$ cat config.mk
export PLATFORM = sky130hd
export DESIGN_NAME = ttc_unit
export DESIGN_NICKNAME = d
export VERILOG_FILES = /design/src/shared/ttc_pkg.sv /design/src/core/ttc_unit.sv
export SDC_FILE = /design/constraint.sdc
export NUM_CORES = 1
export LEC_CHECK = 0
export ABC_AREA = 1
export BUFFER_PORTS_ARGS = -buffer_cell sky130_fd_sc_hd__buf_2
export CORE_ASPECT_RATIO = 0.9
export CORE_MARGIN = 1.5
export CORE_UTILIZATION = 55
export CTS_BUF_LIST = sky130_fd_sc_hd__clkbuf_8
export DETAILED_ROUTE_END_ITERATION = 10
export HOLD_SLACK_MARGIN = 0.05
export MAX_ROUTING_LAYER = met4
export PLACE_DENSITY = 0.81
export SLEW_MARGIN = 20
export SYNTH_ARGS = -nofsm -noshare
export SYNTH_HDL_FRONTEND = slang
export SYNTH_SLANG_ARGS = --single-unit
$ cat constraint.sdc
create_clock -name pclk -period 1.9 [get_ports pclk]
set_input_delay 0.285 -clock pclk [delete_from_list [all_inputs] [get_ports pclk]]
set_output_delay 0.285 -clock pclk [all_outputs]
set_load 0.02 [all_outputs]
$ cat src/shared/ttc_pkg.sv
// Package for the triple timer/counter unit: register offsets, fields, resets.
// Assumes an APB master with 32-bit data and one aligned word per register.
package ttc_pkg;

   // ****************************************
   // Register byte offsets
   // ****************************************
   localparam logic [7:0] OFF_CLOCK_SPEED_CTRL = 8'h00;
   localparam logic [7:0] OFF_TIMER_MODE_REG = 8'h04;
   localparam logic [7:0] OFF_TIMER_CTRL_REG = 8'h08;
   localparam logic [7:0] OFF_COUNT0 = 8'h0c;
   localparam logic [7:0] OFF_COUNT1 = 8'h10;
   localparam logic [7:0] OFF_COUNT2 = 8'h14;
   localparam logic [7:0] OFF_THIRD_CTRL_REG = 8'h18;
   localparam logic [7:0] OFF_CAPTURE_REG = 8'h1c;
   localparam logic [7:0] OFF_OPTION_REG = 8'h20;

   // ****************************************
   // Field positions
   // ****************************************
   localparam int TURBO_SEL_ZERO = 0;
   localparam int TURBO_SEL_ONE = 1;
   localparam int TURBO_SEL_TWO = 2;
   localparam int TMR0_MODE_LO = 0;
   localparam int TMR0_SRC = 2;
   localparam int TMR0_GATE = 3;
   localparam int TMR1_MODE_LO = 4;
   localparam int TMR1_SRC = 6;
   localparam int TMR1_GATE = 7;
   localparam int RUN_BIT_ZERO = 0;
   localparam int OVF_FLAG_ZERO = 1;
   localparam int RUN_BIT_ONE = 2;
   localparam int OVF_FLAG_ONE = 3;
   localparam int RUN_BIT_TWO = 0;
   localparam int THIRD_SRC_SEL = 1;
   localparam int CAPTURE_RELOAD_SEL = 2;
   localparam int EXT_CAPTURE_ENABLE = 3;
   localparam int THIRD_OVF_FLAG = 4;
   localparam int EXT_EVENT_FLAG = 5;
   localparam int FIXED_TWELVE_OPT = 3;

   // ****************************************
   // Reset values and timing
   // ****************************************
   localparam logic [7:0] RST_BYTE = 8'h00;
   localparam logic [15:0] RST_WORD = 16'h0000;
   localparam logic [3:0] DIV_SLOW = 4'hc;
   localparam logic [3:0] DIV_TURBO = 4'h6;
   localparam logic [12:0] MODE0_TOP = 13'h1fff;
   localparam logic [15:0] MODE1_TOP = 16'hffff;
   localparam logic [7:0] BYTE_TOP = 8'hff;

   typedef enum logic [1:0] {
      TTC_MODE13,
      TTC_MODE16,
      TTC_MODE8_RELOAD,
      TTC_MODE_SPLIT
   } ttc_mode_e;

   typedef struct packed {
      logic count_pin_zero;
      logic count_pin_one;
      logic count_pin_two;
      logic capture_pin;
      logic gating_pin_zero;
      logic gating_pin_one;
   } ttc_pins_s;

endpackage

$ cat src/core/ttc_unit.sv
// Three timer/counters behind an APB slave: two four-mode timers and a
// capture-mode third timer. Assumes pins are asynchronous to pclk.
//
// Register access over APB and the placing of the registers were chosen for this implementation.
`timescale 1ns/1ps
module ttc_unit (
   // Clock and reset
   input wire logic pclk,
   input wire logic presetn,
   // APB slave
   input wire logic psel,
   input wire logic penable,
   input wire logic pwrite,
   input wire logic [7:0] paddr,
   input wire logic [31:0] pwdata,
   output logic [31:0] prdata,
   output logic pready,
   output logic pslverr,
   // External pins
   input wire ttc_pkg::ttc_pins_s pins,
   // Overflow and event flags for the interrupt controller
   output logic overflow_flag_zero,
   output logic overflow_flag_one,
   output logic third_overflow_flag,
   output logic ext_event_flag
);

   // ****************************************
   // Registers
   // ****************************************
   logic [2:0] clock_speed_ctrl_r;
   logic [7:0] timer_mode_reg_r;
   logic run0_r, run1_r, run2_r;
   logic ovf0_r, ovf1_r, ovf2_r, exf_r;
   logic src2_r, cap_sel_r, ext_en_r, opt12_r;
   logic [7:0] tl0_r, th0_r, tl1_r, th1_r, tl2_r, th2_r;
   logic [7:0] cap_lo_r, cap_hi_r;
   logic [5:0] sync1_r, sync2_r, prev_r;

   // ****************************************
   // Pin synchronisers and fall detect
   // ****************************************
   logic [5:0] pin_vec;
   logic [5:0] fall;
   assign pin_vec = pins;

   // Idle-high reset level, so no false fall follows reset
   always_ff @(posedge pclk or negedge presetn) begin
      if (!presetn) begin
         sync1_r <= 6'h3f;
         sync2_r <= 6'h3f;
         prev_r <= 6'h3f;
      end else begin
         sync1_r <= pin_vec;
         sync2_r <= sync1_r;
         prev_r <= sync2_r;
      end
   end
   assign fall = prev_r & ~sync2_r;

   // Bit order of the packed struct: msb first
   logic fall_cnt0, fall_cnt1, fall_cnt2, fall_cap, gate_pin0, gate_pin1;
   assign fall_cnt0 = fall[5];
   assign fall_cnt1 = fall[4];
   assign fall_cnt2 = fall[3];
   assign fall_cap = fall[2];
   assign gate_pin0 = sync2_r[1];
   assign gate_pin1 = sync2_r[0];

   // ****************************************
   // Prescalers, one per timer
   // ****************************************
   logic [2:0] tick;
   genvar gi;
   generate
      for (gi = 0; gi < 3; gi++) begin : g_pre
         logic [3:0] limit;
         logic [3:0] div_cnt_r;
         // Option bit forces slow rate regardless of turbo
         assign limit = (clock_speed_ctrl_r[gi] && !opt12_r) ?
                        ttc_pkg::DIV_TURBO : ttc_pkg::DIV_SLOW;
         // Free running: the first step after run lands within one period
         assign tick[gi] = (div_cnt_r >= limit - 4'h1);
         always_ff @(posedge pclk or negedge presetn) begin
            if (!presetn) begin
               div_cnt_r <= 4'h0;
            end else if (tick[gi]) begin
               div_cnt_r <= 4'h0;
            end else begin
               div_cnt_r <= div_cnt_r + 4'h1;
            end
         end
      end
   endgenerate

   // ****************************************
   // Timer 0 / 1 control decode
   // ****************************************
   ttc_pkg::ttc_mode_e mode0, mode1;
   assign mode0 = ttc_pkg::ttc_mode_e'(timer_mode_reg_r[ttc_pkg::TMR0_MODE_LO +: 2]);
   assign mode1 = ttc_pkg::ttc_mode_e'(timer_mode_reg_r[ttc_pkg::TMR1_MODE_LO +: 2]);

   // Timer zero in mode 3 lends its high byte to timer one's run and flag
   logic split;
   assign split = (mode0 == ttc_pkg::TTC_MODE_SPLIT);

   logic step0, step1, step_th0, step2;
   assign step0 = run0_r && (!timer_mode_reg_r[ttc_pkg::TMR0_GATE] || gate_pin0) &&
                  (timer_mode_reg_r[ttc_pkg::TMR0_SRC] ? fall_cnt0 : tick[0]);
   // In split mode timer one ignores its run bit
   assign step1 = (split || run1_r) &&
                  (!timer_mode_reg_r[ttc_pkg::TMR1_GATE] || gate_pin1) &&
                  (timer_mode_reg_r[ttc_pkg::TMR1_SRC] ? fall_cnt1 : tick[1]) &&
                  (mode1 != ttc_pkg::TTC_MODE_SPLIT);
   // High byte is clock-only and ignores the gate
   assign step_th0 = split && run1_r && tick[0];
   // Only capture mode is built: with the select clear the third timer holds
   assign step2 = run2_r && cap_sel_r && (src2_r ? fall_cnt2 : tick[2]);

   // Shared next-count logic for the two four-mode timers
   function automatic logic [16:0] next_count(input ttc_pkg::ttc_mode_e m,
                                              input logic [7:0] lo, input logic [7:0] hi);
      logic [12:0] c13;
      logic [15:0] c16;
      c13 = {hi, lo[4:0]};
      c16 = {hi, lo};
      next_count = {1'b0, hi, lo};
      unique case (m)
         ttc_pkg::TTC_MODE13: begin
            // Upper three low-byte bits left untouched
            c13 = c13 + 13'h1;
            next_count = {(c13 == 13'h0), c13[12:5], lo[7:5], c13[4:0]};
         end
         ttc_pkg::TTC_MODE16: begin
            c16 = c16 + 16'h1;
            next_count = {(c16 == 16'h0), c16};
         end
         ttc_pkg::TTC_MODE8_RELOAD: begin
            // Reload from the high byte, which stays as it is
            if (lo == ttc_pkg::BYTE_TOP) begin
               next_count = {1'b1, hi, hi};
            end else begin
               next_count = {1'b0, hi, lo + 8'h1};
            end
         end
         ttc_pkg::TTC_MODE_SPLIT: begin
            // Low byte only, as an 8-bit counter
            next_count = {(lo == ttc_pkg::BYTE_TOP), hi, lo + 8'h1};
         end
      endcase
   endfunction

   logic [16:0] nc0, nc1;
   assign nc0 = next_count(mode0, tl0_r, th0_r);
   assign nc1 = next_count(mode1, tl1_r, th1_r);

   // ****************************************
   // APB decode
   // ****************************************
   logic wr_en, rd_en;
   assign wr_en = psel && penable && pwrite;
   assign rd_en = psel && penable && !pwrite;
   // Zero wait states: every register answers in its access cycle
   assign pready = 1'b1;

   function automatic logic hit(input logic [7:0] a, input logic [7:0] off);
      hit = (a == off);
   endfunction

   logic mapped;
   assign mapped = hit(paddr, ttc_pkg::OFF_CLOCK_SPEED_CTRL) ||
                   hit(paddr, ttc_pkg::OFF_TIMER_MODE_REG) ||
                   hit(paddr, ttc_pkg::OFF_TIMER_CTRL_REG) ||
                   hit(paddr, ttc_pkg::OFF_COUNT0) || hit(paddr, ttc_pkg::OFF_COUNT1) ||
                   hit(paddr, ttc_pkg::OFF_COUNT2) ||
                   hit(paddr, ttc_pkg::OFF_THIRD_CTRL_REG) ||
                   hit(paddr, ttc_pkg::OFF_CAPTURE_REG) ||
                   hit(paddr, ttc_pkg::OFF_OPTION_REG);
   // Unmapped words answer with an error; writes there are dropped
   assign pslverr = psel && penable && !mapped;

   logic w_speed, w_mode, w_ctrl, w_c0, w_c1, w_c2, w_ctrl2, w_opt;
   assign w_speed = wr_en && hit(paddr, ttc_pkg::OFF_CLOCK_SPEED_CTRL);
   assign w_mode = wr_en && hit(paddr, ttc_pkg::OFF_TIMER_MODE_REG);
   assign w_ctrl = wr_en && hit(paddr, ttc_pkg::OFF_TIMER_CTRL_REG);
   assign w_c0 = wr_en && hit(paddr, ttc_pkg::OFF_COUNT0);
   assign w_c1 = wr_en && hit(paddr, ttc_pkg::OFF_COUNT1);
   assign w_c2 = wr_en && hit(paddr, ttc_pkg::OFF_COUNT2);
   assign w_ctrl2 = wr_en && hit(paddr, ttc_pkg::OFF_THIRD_CTRL_REG);
   assign w_opt = wr_en && hit(paddr, ttc_pkg::OFF_OPTION_REG);

   // ****************************************
   // Configuration registers
   // ****************************************
   always_ff @(posedge pclk or negedge presetn) begin
      if (!presetn) begin
         clock_speed_ctrl_r <= 3'h0;
         timer_mode_reg_r <= ttc_pkg::RST_BYTE;
         opt12_r <= 1'b0;
      end else begin
         if (w_speed) begin
            clock_speed_ctrl_r <= pwdata[2:0];
         end
         if (w_mode) begin
            timer_mode_reg_r <= pwdata[7:0];
         end
         if (w_opt) begin
            opt12_r <= pwdata[ttc_pkg::FIXED_TWELVE_OPT];
         end
      end
   end

   always_ff @(posedge pclk or negedge presetn) begin
      if (!presetn) begin
         run0_r <= 1'b0;
         run1_r <= 1'b0;
         run2_r <= 1'b0;
         src2_r <= 1'b0;
         cap_sel_r <= 1'b0;
         ext_en_r <= 1'b0;
      end else begin
         if (w_ctrl) begin
            run0_r <= pwdata[ttc_pkg::RUN_BIT_ZERO];
            run1_r <= pwdata[ttc_pkg::RUN_BIT_ONE];
         end
         if (w_ctrl2) begin
            run2_r <= pwdata[ttc_pkg::RUN_BIT_TWO];
            src2_r <= pwdata[ttc_pkg::THIRD_SRC_SEL];
            cap_sel_r <= pwdata[ttc_pkg::CAPTURE_RELOAD_SEL];
            ext_en_r <= pwdata[ttc_pkg::EXT_CAPTURE_ENABLE];
         end
      end
   end

   // ****************************************
   // Flags: hardware set wins over software write
   // ****************************************
   // One update for all four sticky flags: a set beats a clearing write
   function automatic logic sticky_upd(input logic hw_set, input logic sw_wr,
                                       input logic sw_val, input logic cur);
      sticky_upd = hw_set || (sw_wr ? sw_val : cur);
   endfunction

   logic set0, set1, set2, set_exf;
   assign set0 = step0 && nc0[16];
   // Split mode hands timer one's flag to the high byte
   assign set1 = split ? (step_th0 && th0_r == ttc_pkg::BYTE_TOP) : (step1 && nc1[16]);
   assign set2 = step2 && ({th2_r, tl2_r} == ttc_pkg::MODE1_TOP);
   assign set_exf = cap_sel_r && ext_en_r && fall_cap;

   always_ff @(posedge pclk or negedge presetn) begin
      if (!presetn) begin
         ovf0_r <= 1'b0;
         ovf1_r <= 1'b0;
         ovf2_r <= 1'b0;
         exf_r <= 1'b0;
      end else begin
         ovf0_r <= sticky_upd(set0, w_ctrl, pwdata[ttc_pkg::OVF_FLAG_ZERO], ovf0_r);
         ovf1_r <= sticky_upd(set1, w_ctrl, pwdata[ttc_pkg::OVF_FLAG_ONE], ovf1_r);
         ovf2_r <= sticky_upd(set2, w_ctrl2, pwdata[ttc_pkg::THIRD_OVF_FLAG], ovf2_r);
         exf_r <= sticky_upd(set_exf, w_ctrl2, pwdata[ttc_pkg::EXT_EVENT_FLAG], exf_r);
      end
   end

   // ****************************************
   // Count registers
   // ****************************************
   // A count write beats a step in the same cycle
   always_ff @(posedge pclk or negedge presetn) begin
      if (!presetn) begin
         tl0_r <= ttc_pkg::RST_BYTE;
         th0_r <= ttc_pkg::RST_BYTE;
      end else if (w_c0) begin
         tl0_r <= pwdata[7:0];
         th0_r <= pwdata[15:8];
      end else begin
         if (step0) begin
            tl0_r <= nc0[7:0];
            if (!split) begin
               th0_r <= nc0[15:8];
            end
         end
         if (step_th0) begin
            th0_r <= th0_r + 8'h1;
         end
      end
   end

   always_ff @(posedge pclk or negedge presetn) begin
      if (!presetn) begin
         tl1_r <= ttc_pkg::RST_BYTE;
         th1_r <= ttc_pkg::RST_BYTE;
      end else if (w_c1) begin
         tl1_r <= pwdata[7:0];
         th1_r <= pwdata[15:8];
      end else if (step1) begin
         tl1_r <= nc1[7:0];
         th1_r <= nc1[15:8];
      end
   end

   always_ff @(posedge pclk or negedge presetn) begin
      if (!presetn) begin
         {th2_r, tl2_r} <= ttc_pkg::RST_WORD;
      end else if (w_c2) begin
         {th2_r, tl2_r} <= pwdata[15:0];
      end else if (step2) begin
         {th2_r, tl2_r} <= {th2_r, tl2_r} + 16'h1;
      end
   end

   // Capture takes the pre-increment count of the same cycle
   always_ff @(posedge pclk or negedge presetn) begin
      if (!presetn) begin
         cap_lo_r <= ttc_pkg::RST_BYTE;
         cap_hi_r <= ttc_pkg::RST_BYTE;
      end else if (set_exf) begin
         cap_lo_r <= tl2_r;
         cap_hi_r <= th2_r;
      end
   end

   // ****************************************
   // Read mux
   // ****************************************
   // Loaded at read setup so the word stands through the access phase
   always_ff @(posedge pclk or negedge presetn) begin
      if (!presetn) begin
         prdata <= 32'h0;
      end else if (psel && !penable && !pwrite) begin
         prdata <= 32'h0;
         unique case (paddr)
            ttc_pkg::OFF_CLOCK_SPEED_CTRL: prdata[2:0] <= clock_speed_ctrl_r;
            ttc_pkg::OFF_TIMER_MODE_REG: prdata[7:0] <= timer_mode_reg_r;
            ttc_pkg::OFF_TIMER_CTRL_REG: prdata[3:0] <= {ovf1_r, run1_r, ovf0_r, run0_r};
            ttc_pkg::OFF_COUNT0: prdata[15:0] <= {th0_r, tl0_r};
            ttc_pkg::OFF_COUNT1: prdata[15:0] <= {th1_r, tl1_r};
            ttc_pkg::OFF_COUNT2: prdata[15:0] <= {th2_r, tl2_r};
            ttc_pkg::OFF_THIRD_CTRL_REG:
               prdata[5:0] <= {exf_r, ovf2_r, ext_en_r, cap_sel_r, src2_r, run2_r};
            ttc_pkg::OFF_CAPTURE_REG: prdata[15:0] <= {cap_hi_r, cap_lo_r};
            ttc_pkg::OFF_OPTION_REG: prdata[3] <= opt12_r;
            default: prdata <= 32'h0;
         endcase
      end
   end

   assign overflow_flag_zero = ovf0_r;
   assign overflow_flag_one = ovf1_r;
   assign third_overflow_flag = ovf2_r;
   assign ext_event_flag = exf_r;

endmodule

==> results.md <==
* Status: finished with violations
* Violations in the final reports: setup timing
* Number of cell rows at 42
* Switching power total at 0.00341 W
* Reg clk slew, reported paths at 0.08 ns
* Number of flip-flops and latches in the synthesized netlist at 130
* Clock network latency to the later pin of the worst-skew pair at 0.47 ns
* Startpoint of the worst hold path: pwdata[15]
* Max-slew violation total from the final report at 0
* Seq pwr share at 39.6%
* # IOs at 89
* Synth-to-Final Area Change at 30.3%
* Total leakage power at 5.27 nW
* Int Pwr at 0.00555 W
* Type of the setup path with the least slack: flop to flop
* Clock tree sinks at 130
* Final Hold Fails at 0
* Total Nets Final at 1416
* Most instantiated library cell after synthesis: sky130_fd_sc_hd__nand2_1
* Proportion of netlist area held by the largest area contributor at 34.5%
* Largest fanout of any net on the critical path at 6
* Ys async rst share at 100%
* Count of cells along the worst hold path at 3
* Via count of the first global-routing pass at 8684
* Largest net degree at the start of global routing at 46
* Hold crit path type: input pin to flop
* Crit share post-route at 113%
* Number of CTS-inserted buffers at 17
* Share of synthesized area occupied by flip-flops and latches at 39.6%
* Switching share of power at 38.1%
* Antenna violations before repair at 1
* Mapped cell area at 0.00826 mm^2
* Setup repair after global routing missed its margin: yes
* Required time of the critical path at 2.25 ns
* Cells on worst reg2reg path at 10
* Gp weighted congestion at 1.01
* Slack of the worst reg-to-reg path at -0.25 ns
* Count of maximum capacitance violations at 0
* Highest clock rate at 466 MHz
* Total power density per cell area at 832 mW/mm^2
* Die height at 119 um
* Detailed-router iteration count before antenna repair at 6
* Via count of the routed design at 9197
* Minimum setup slack after placement at -0.203 ns
* Clock Power Share at 25.8%
* Proportion of power drawn by combinational gates at 34.5%
* All-Layer GR Usage at 39.3%
* Synthesized area per cell at 7.14 um^2
* Maximum buffer depth of the clock tree at 2
* Slack of the critical path at -0.247 ns
* Start point of the critical path: opt12_r
* List of most frequent post-synthesis cells: sky130_fd_sc_hd__nand2_1, sky130_fd_sc_hd__inv_1, sky130_fd_sc_hd__dfrtp_1
* Data arrival at the endpoint of the critical path at 2.49 ns
* Share of layout cells above drive strength 1 at 27.3%
* Dominant cell type by area after synthesis: sky130_fd_sc_hd__dfrtp_1
* Die Footprint at 0.0158 mm^2
* HPWL reported at the end of detailed placement at 21.0 mm
* Kind of start point of the critical path: flop
* Post-layout minimum cycle time at 2.15 ns
* Cell variety after synth at 45
* Top cells by area in the synthesized netlist: sky130_fd_sc_hd__dfrtp_1, sky130_fd_sc_hd__nand2_1, sky130_fd_sc_hd__inv_1
* Clk Tree Root Cell: sky130_fd_sc_hd__clkbuf_8
* Clock H-tree levels at 4
* Setup total negative slack at -6.91 ns
* Most used flip-flop cell after synthesis: sky130_fd_sc_hd__dfrtp_1
* Synthesized instance count at 1157
* EDFF count, synth at 0
* WL final at 30.4 mm
* Per-cell routed wire length at 19.5 um
* Post-route worst hold slack at 0.0880 ns
* Clock tree from TritonCTS: built
* Worst clock skew at 0.0132 ns
* Total of warnings raised by yosys at 0
* Count of filler cells inserted in the layout at 1144
* Worst vdd rail ir drop at 791 uV
* Wire length of the first global-routing pass at 46.0 mm
* Final antenna-violating net count at 0
* Kind of end point of the critical path: flop
* Overflow left after global routing at 0
* Destination of the worst register-to-register timing path: th2_r[2]
* Detailed router's first-iteration violation count at 1100
* Overall die width at 132 um
* Crit Reg-Reg Startpoint: opt12_r
* Core footprint at 0.0147 mm^2
* DRC viols at 0
* Number of setup violations in the final report at 49
* Initial core utilization at 56.1%
* Capture endpoint of the worst hold path: th2_r[7]
* Via count normalized by instance count at 5.90
* I/O Buffers at 55
[sequential cells by signal, summed over array words and instances, names as in the netlist, 3 cells and up]
name	cells
cap_hi_r	8
cap_lo_r	8
clock_speed_ctrl_r	3
g_pre.div_cnt_r	12
prdata	16
prev_r	4
sync1_r	6
sync2_r	6
th0_r	8
th1_r	8
th2_r	8
timer_mode_reg_r	8
tl0_r	8
tl1_r	8
tl2_r	8
[per-layer routing]
layer / routed length (um) / GRT usage, % / part of all wire, % / vias up
met3: 3440 / 10.7 / 11 / 106
met4: 1150 / 13.9 / 3.8 / 0
met1: 12000 / 49.8 / 39 / 4352
met2: 13900 / 61.0 / 46 / 556
li1: - / - / - / 4183
met5: 0 / - / 0 / -
[worst max-delay path: stages, from the launching register on]
cell,delay [ns]
sky130_fd_sc_hd__dfrtp_2,0.47
sky130_fd_sc_hd__nor2_1,0.10
sky130_fd_sc_hd__buf_4,0.17
sky130_fd_sc_hd__ha_4,0.23
sky130_fd_sc_hd__a21oi_4,0.20
sky130_fd_sc_hd__o21ai_4,0.10
sky130_fd_sc_hd__o21ai_4,0.28
sky130_fd_sc_hd__inv_2,0.13
sky130_fd_sc_hd__nand2_2,0.09
sky130_fd_sc_hd__xor2_1,0.17
sky130_fd_sc_hd__a21oi_1,0.08
[power groups by stage]
stage / logic, W / registers [W] / clock network, W
after global placement: 0.00234 / 0.00348 / 0
after global routing: 0.00338 / 0.00357 / 0.00243
after floorplan: 0.00147 / 0.00345 / 0
final: 0.00309 / 0.00355 / 0.00232
after detailed placement: 0.00242 / 0.00349 / 0
after CTS: 0.00274 / 0.00348 / 0.00232
[logic make-up after synthesis]
logic type / Yosys count / share of synthesized area, %
multiplexers: 1 / 0.136
XOR/XNOR: 25 / 2.65
buffers and inverters: 188 / 9.75
other: 2 / 0.0909
AND/OR/NAND/NOR: 565 / 29.2
AO/OA/AOI/OAI: 228 / 15.8
adder cells (fa/ha/maj): 18 / 2.73
flip-flops: 130 / 39.6
[what timing repair did]
| action | in CTS | in global routing |
|---|---|---|
| setup buffers | 10 | 13 |
| hold buffers | 8 | 0 |
| hold endpoints to repair | 39 | 0 |
| gates cloned | 1 | 0 |
| gates resized for setup | 84 | 77 |
| pin swaps | 26 | 25 |
| endpoints found under the setup margin | 49 | 50 |
[final cells by class]
type | count | area, um^2 | area share [%]
Multi-Input combinational cell | 854 | 4790 | 44.5
Sequential cell | 130 | 3270 | 30.4
Timing Repair Buffer | 202 | 1520 | 14.1
Inverter | 142 | 549 | 5.10
Clock buffer | 18 | 248 | 2.30
Tap cell | 198 | 248 | 2.30
Clock inverter | 14 | 131 | 1.22
Antenna cell | 1 | 2.50 | 0.0232
[worst max path at each step]
| stage | end | slack, ns | cells past startpoint |
|---|---|---|---|
| CTS | th0_r[3] | -0.10 | 11 |
| finish | th2_r[2] | -0.25 | 10 |
| global route | th0_r[1] | -0.34 | 13 |
| floorplan | th2_r[7] | -0.02 | 8 |
| global placement | tl0_r[3] | -0.21 | 10 |
| detailed placement | th0_r[5] | -0.20 | 11 |
[metrics by stage]
step                instance area, um^2  utilization [%]  power (W)  cells
detailed placement                 9490             64.5    0.00592   1496
finish                            10800             73.2    0.00896   1559
global placement                   9490             64.5    0.00583   1496
floorplan                          8340                -    0.00491   1172
CTS                               10400             70.5    0.00854   1547
global route                      10800             73.2    0.00938   1559
[cells in the final DEF, fill, tap and decap left out, types with 15 or more instances in the layout]
master / n
sky130_fd_sc_hd__a21oi_1: 31
sky130_fd_sc_hd__buf_2: 54
sky130_fd_sc_hd__buf_4: 118
sky130_fd_sc_hd__buf_6: 17
sky130_fd_sc_hd__clkbuf_8: 18
sky130_fd_sc_hd__conb_1: 17
sky130_fd_sc_hd__dfrtp_1: 113
sky130_fd_sc_hd__dfstp_2: 16
sky130_fd_sc_hd__inv_1: 121
sky130_fd_sc_hd__inv_2: 15
sky130_fd_sc_hd__nand2_1: 291
sky130_fd_sc_hd__nand2_2: 21
sky130_fd_sc_hd__nand3_1: 77
sky130_fd_sc_hd__nand4_1: 21
sky130_fd_sc_hd__nor2_1: 85
sky130_fd_sc_hd__nor3_1: 20
sky130_fd_sc_hd__o211ai_1: 18
sky130_fd_sc_hd__o21ai_0: 79
sky130_fd_sc_hd__o21ai_1: 31
sky130_fd_sc_hd__o22ai_1: 25
sky130_fd_sc_hd__xor2_1: 20
Note: power is estimated with default switching activity, not from simulation.
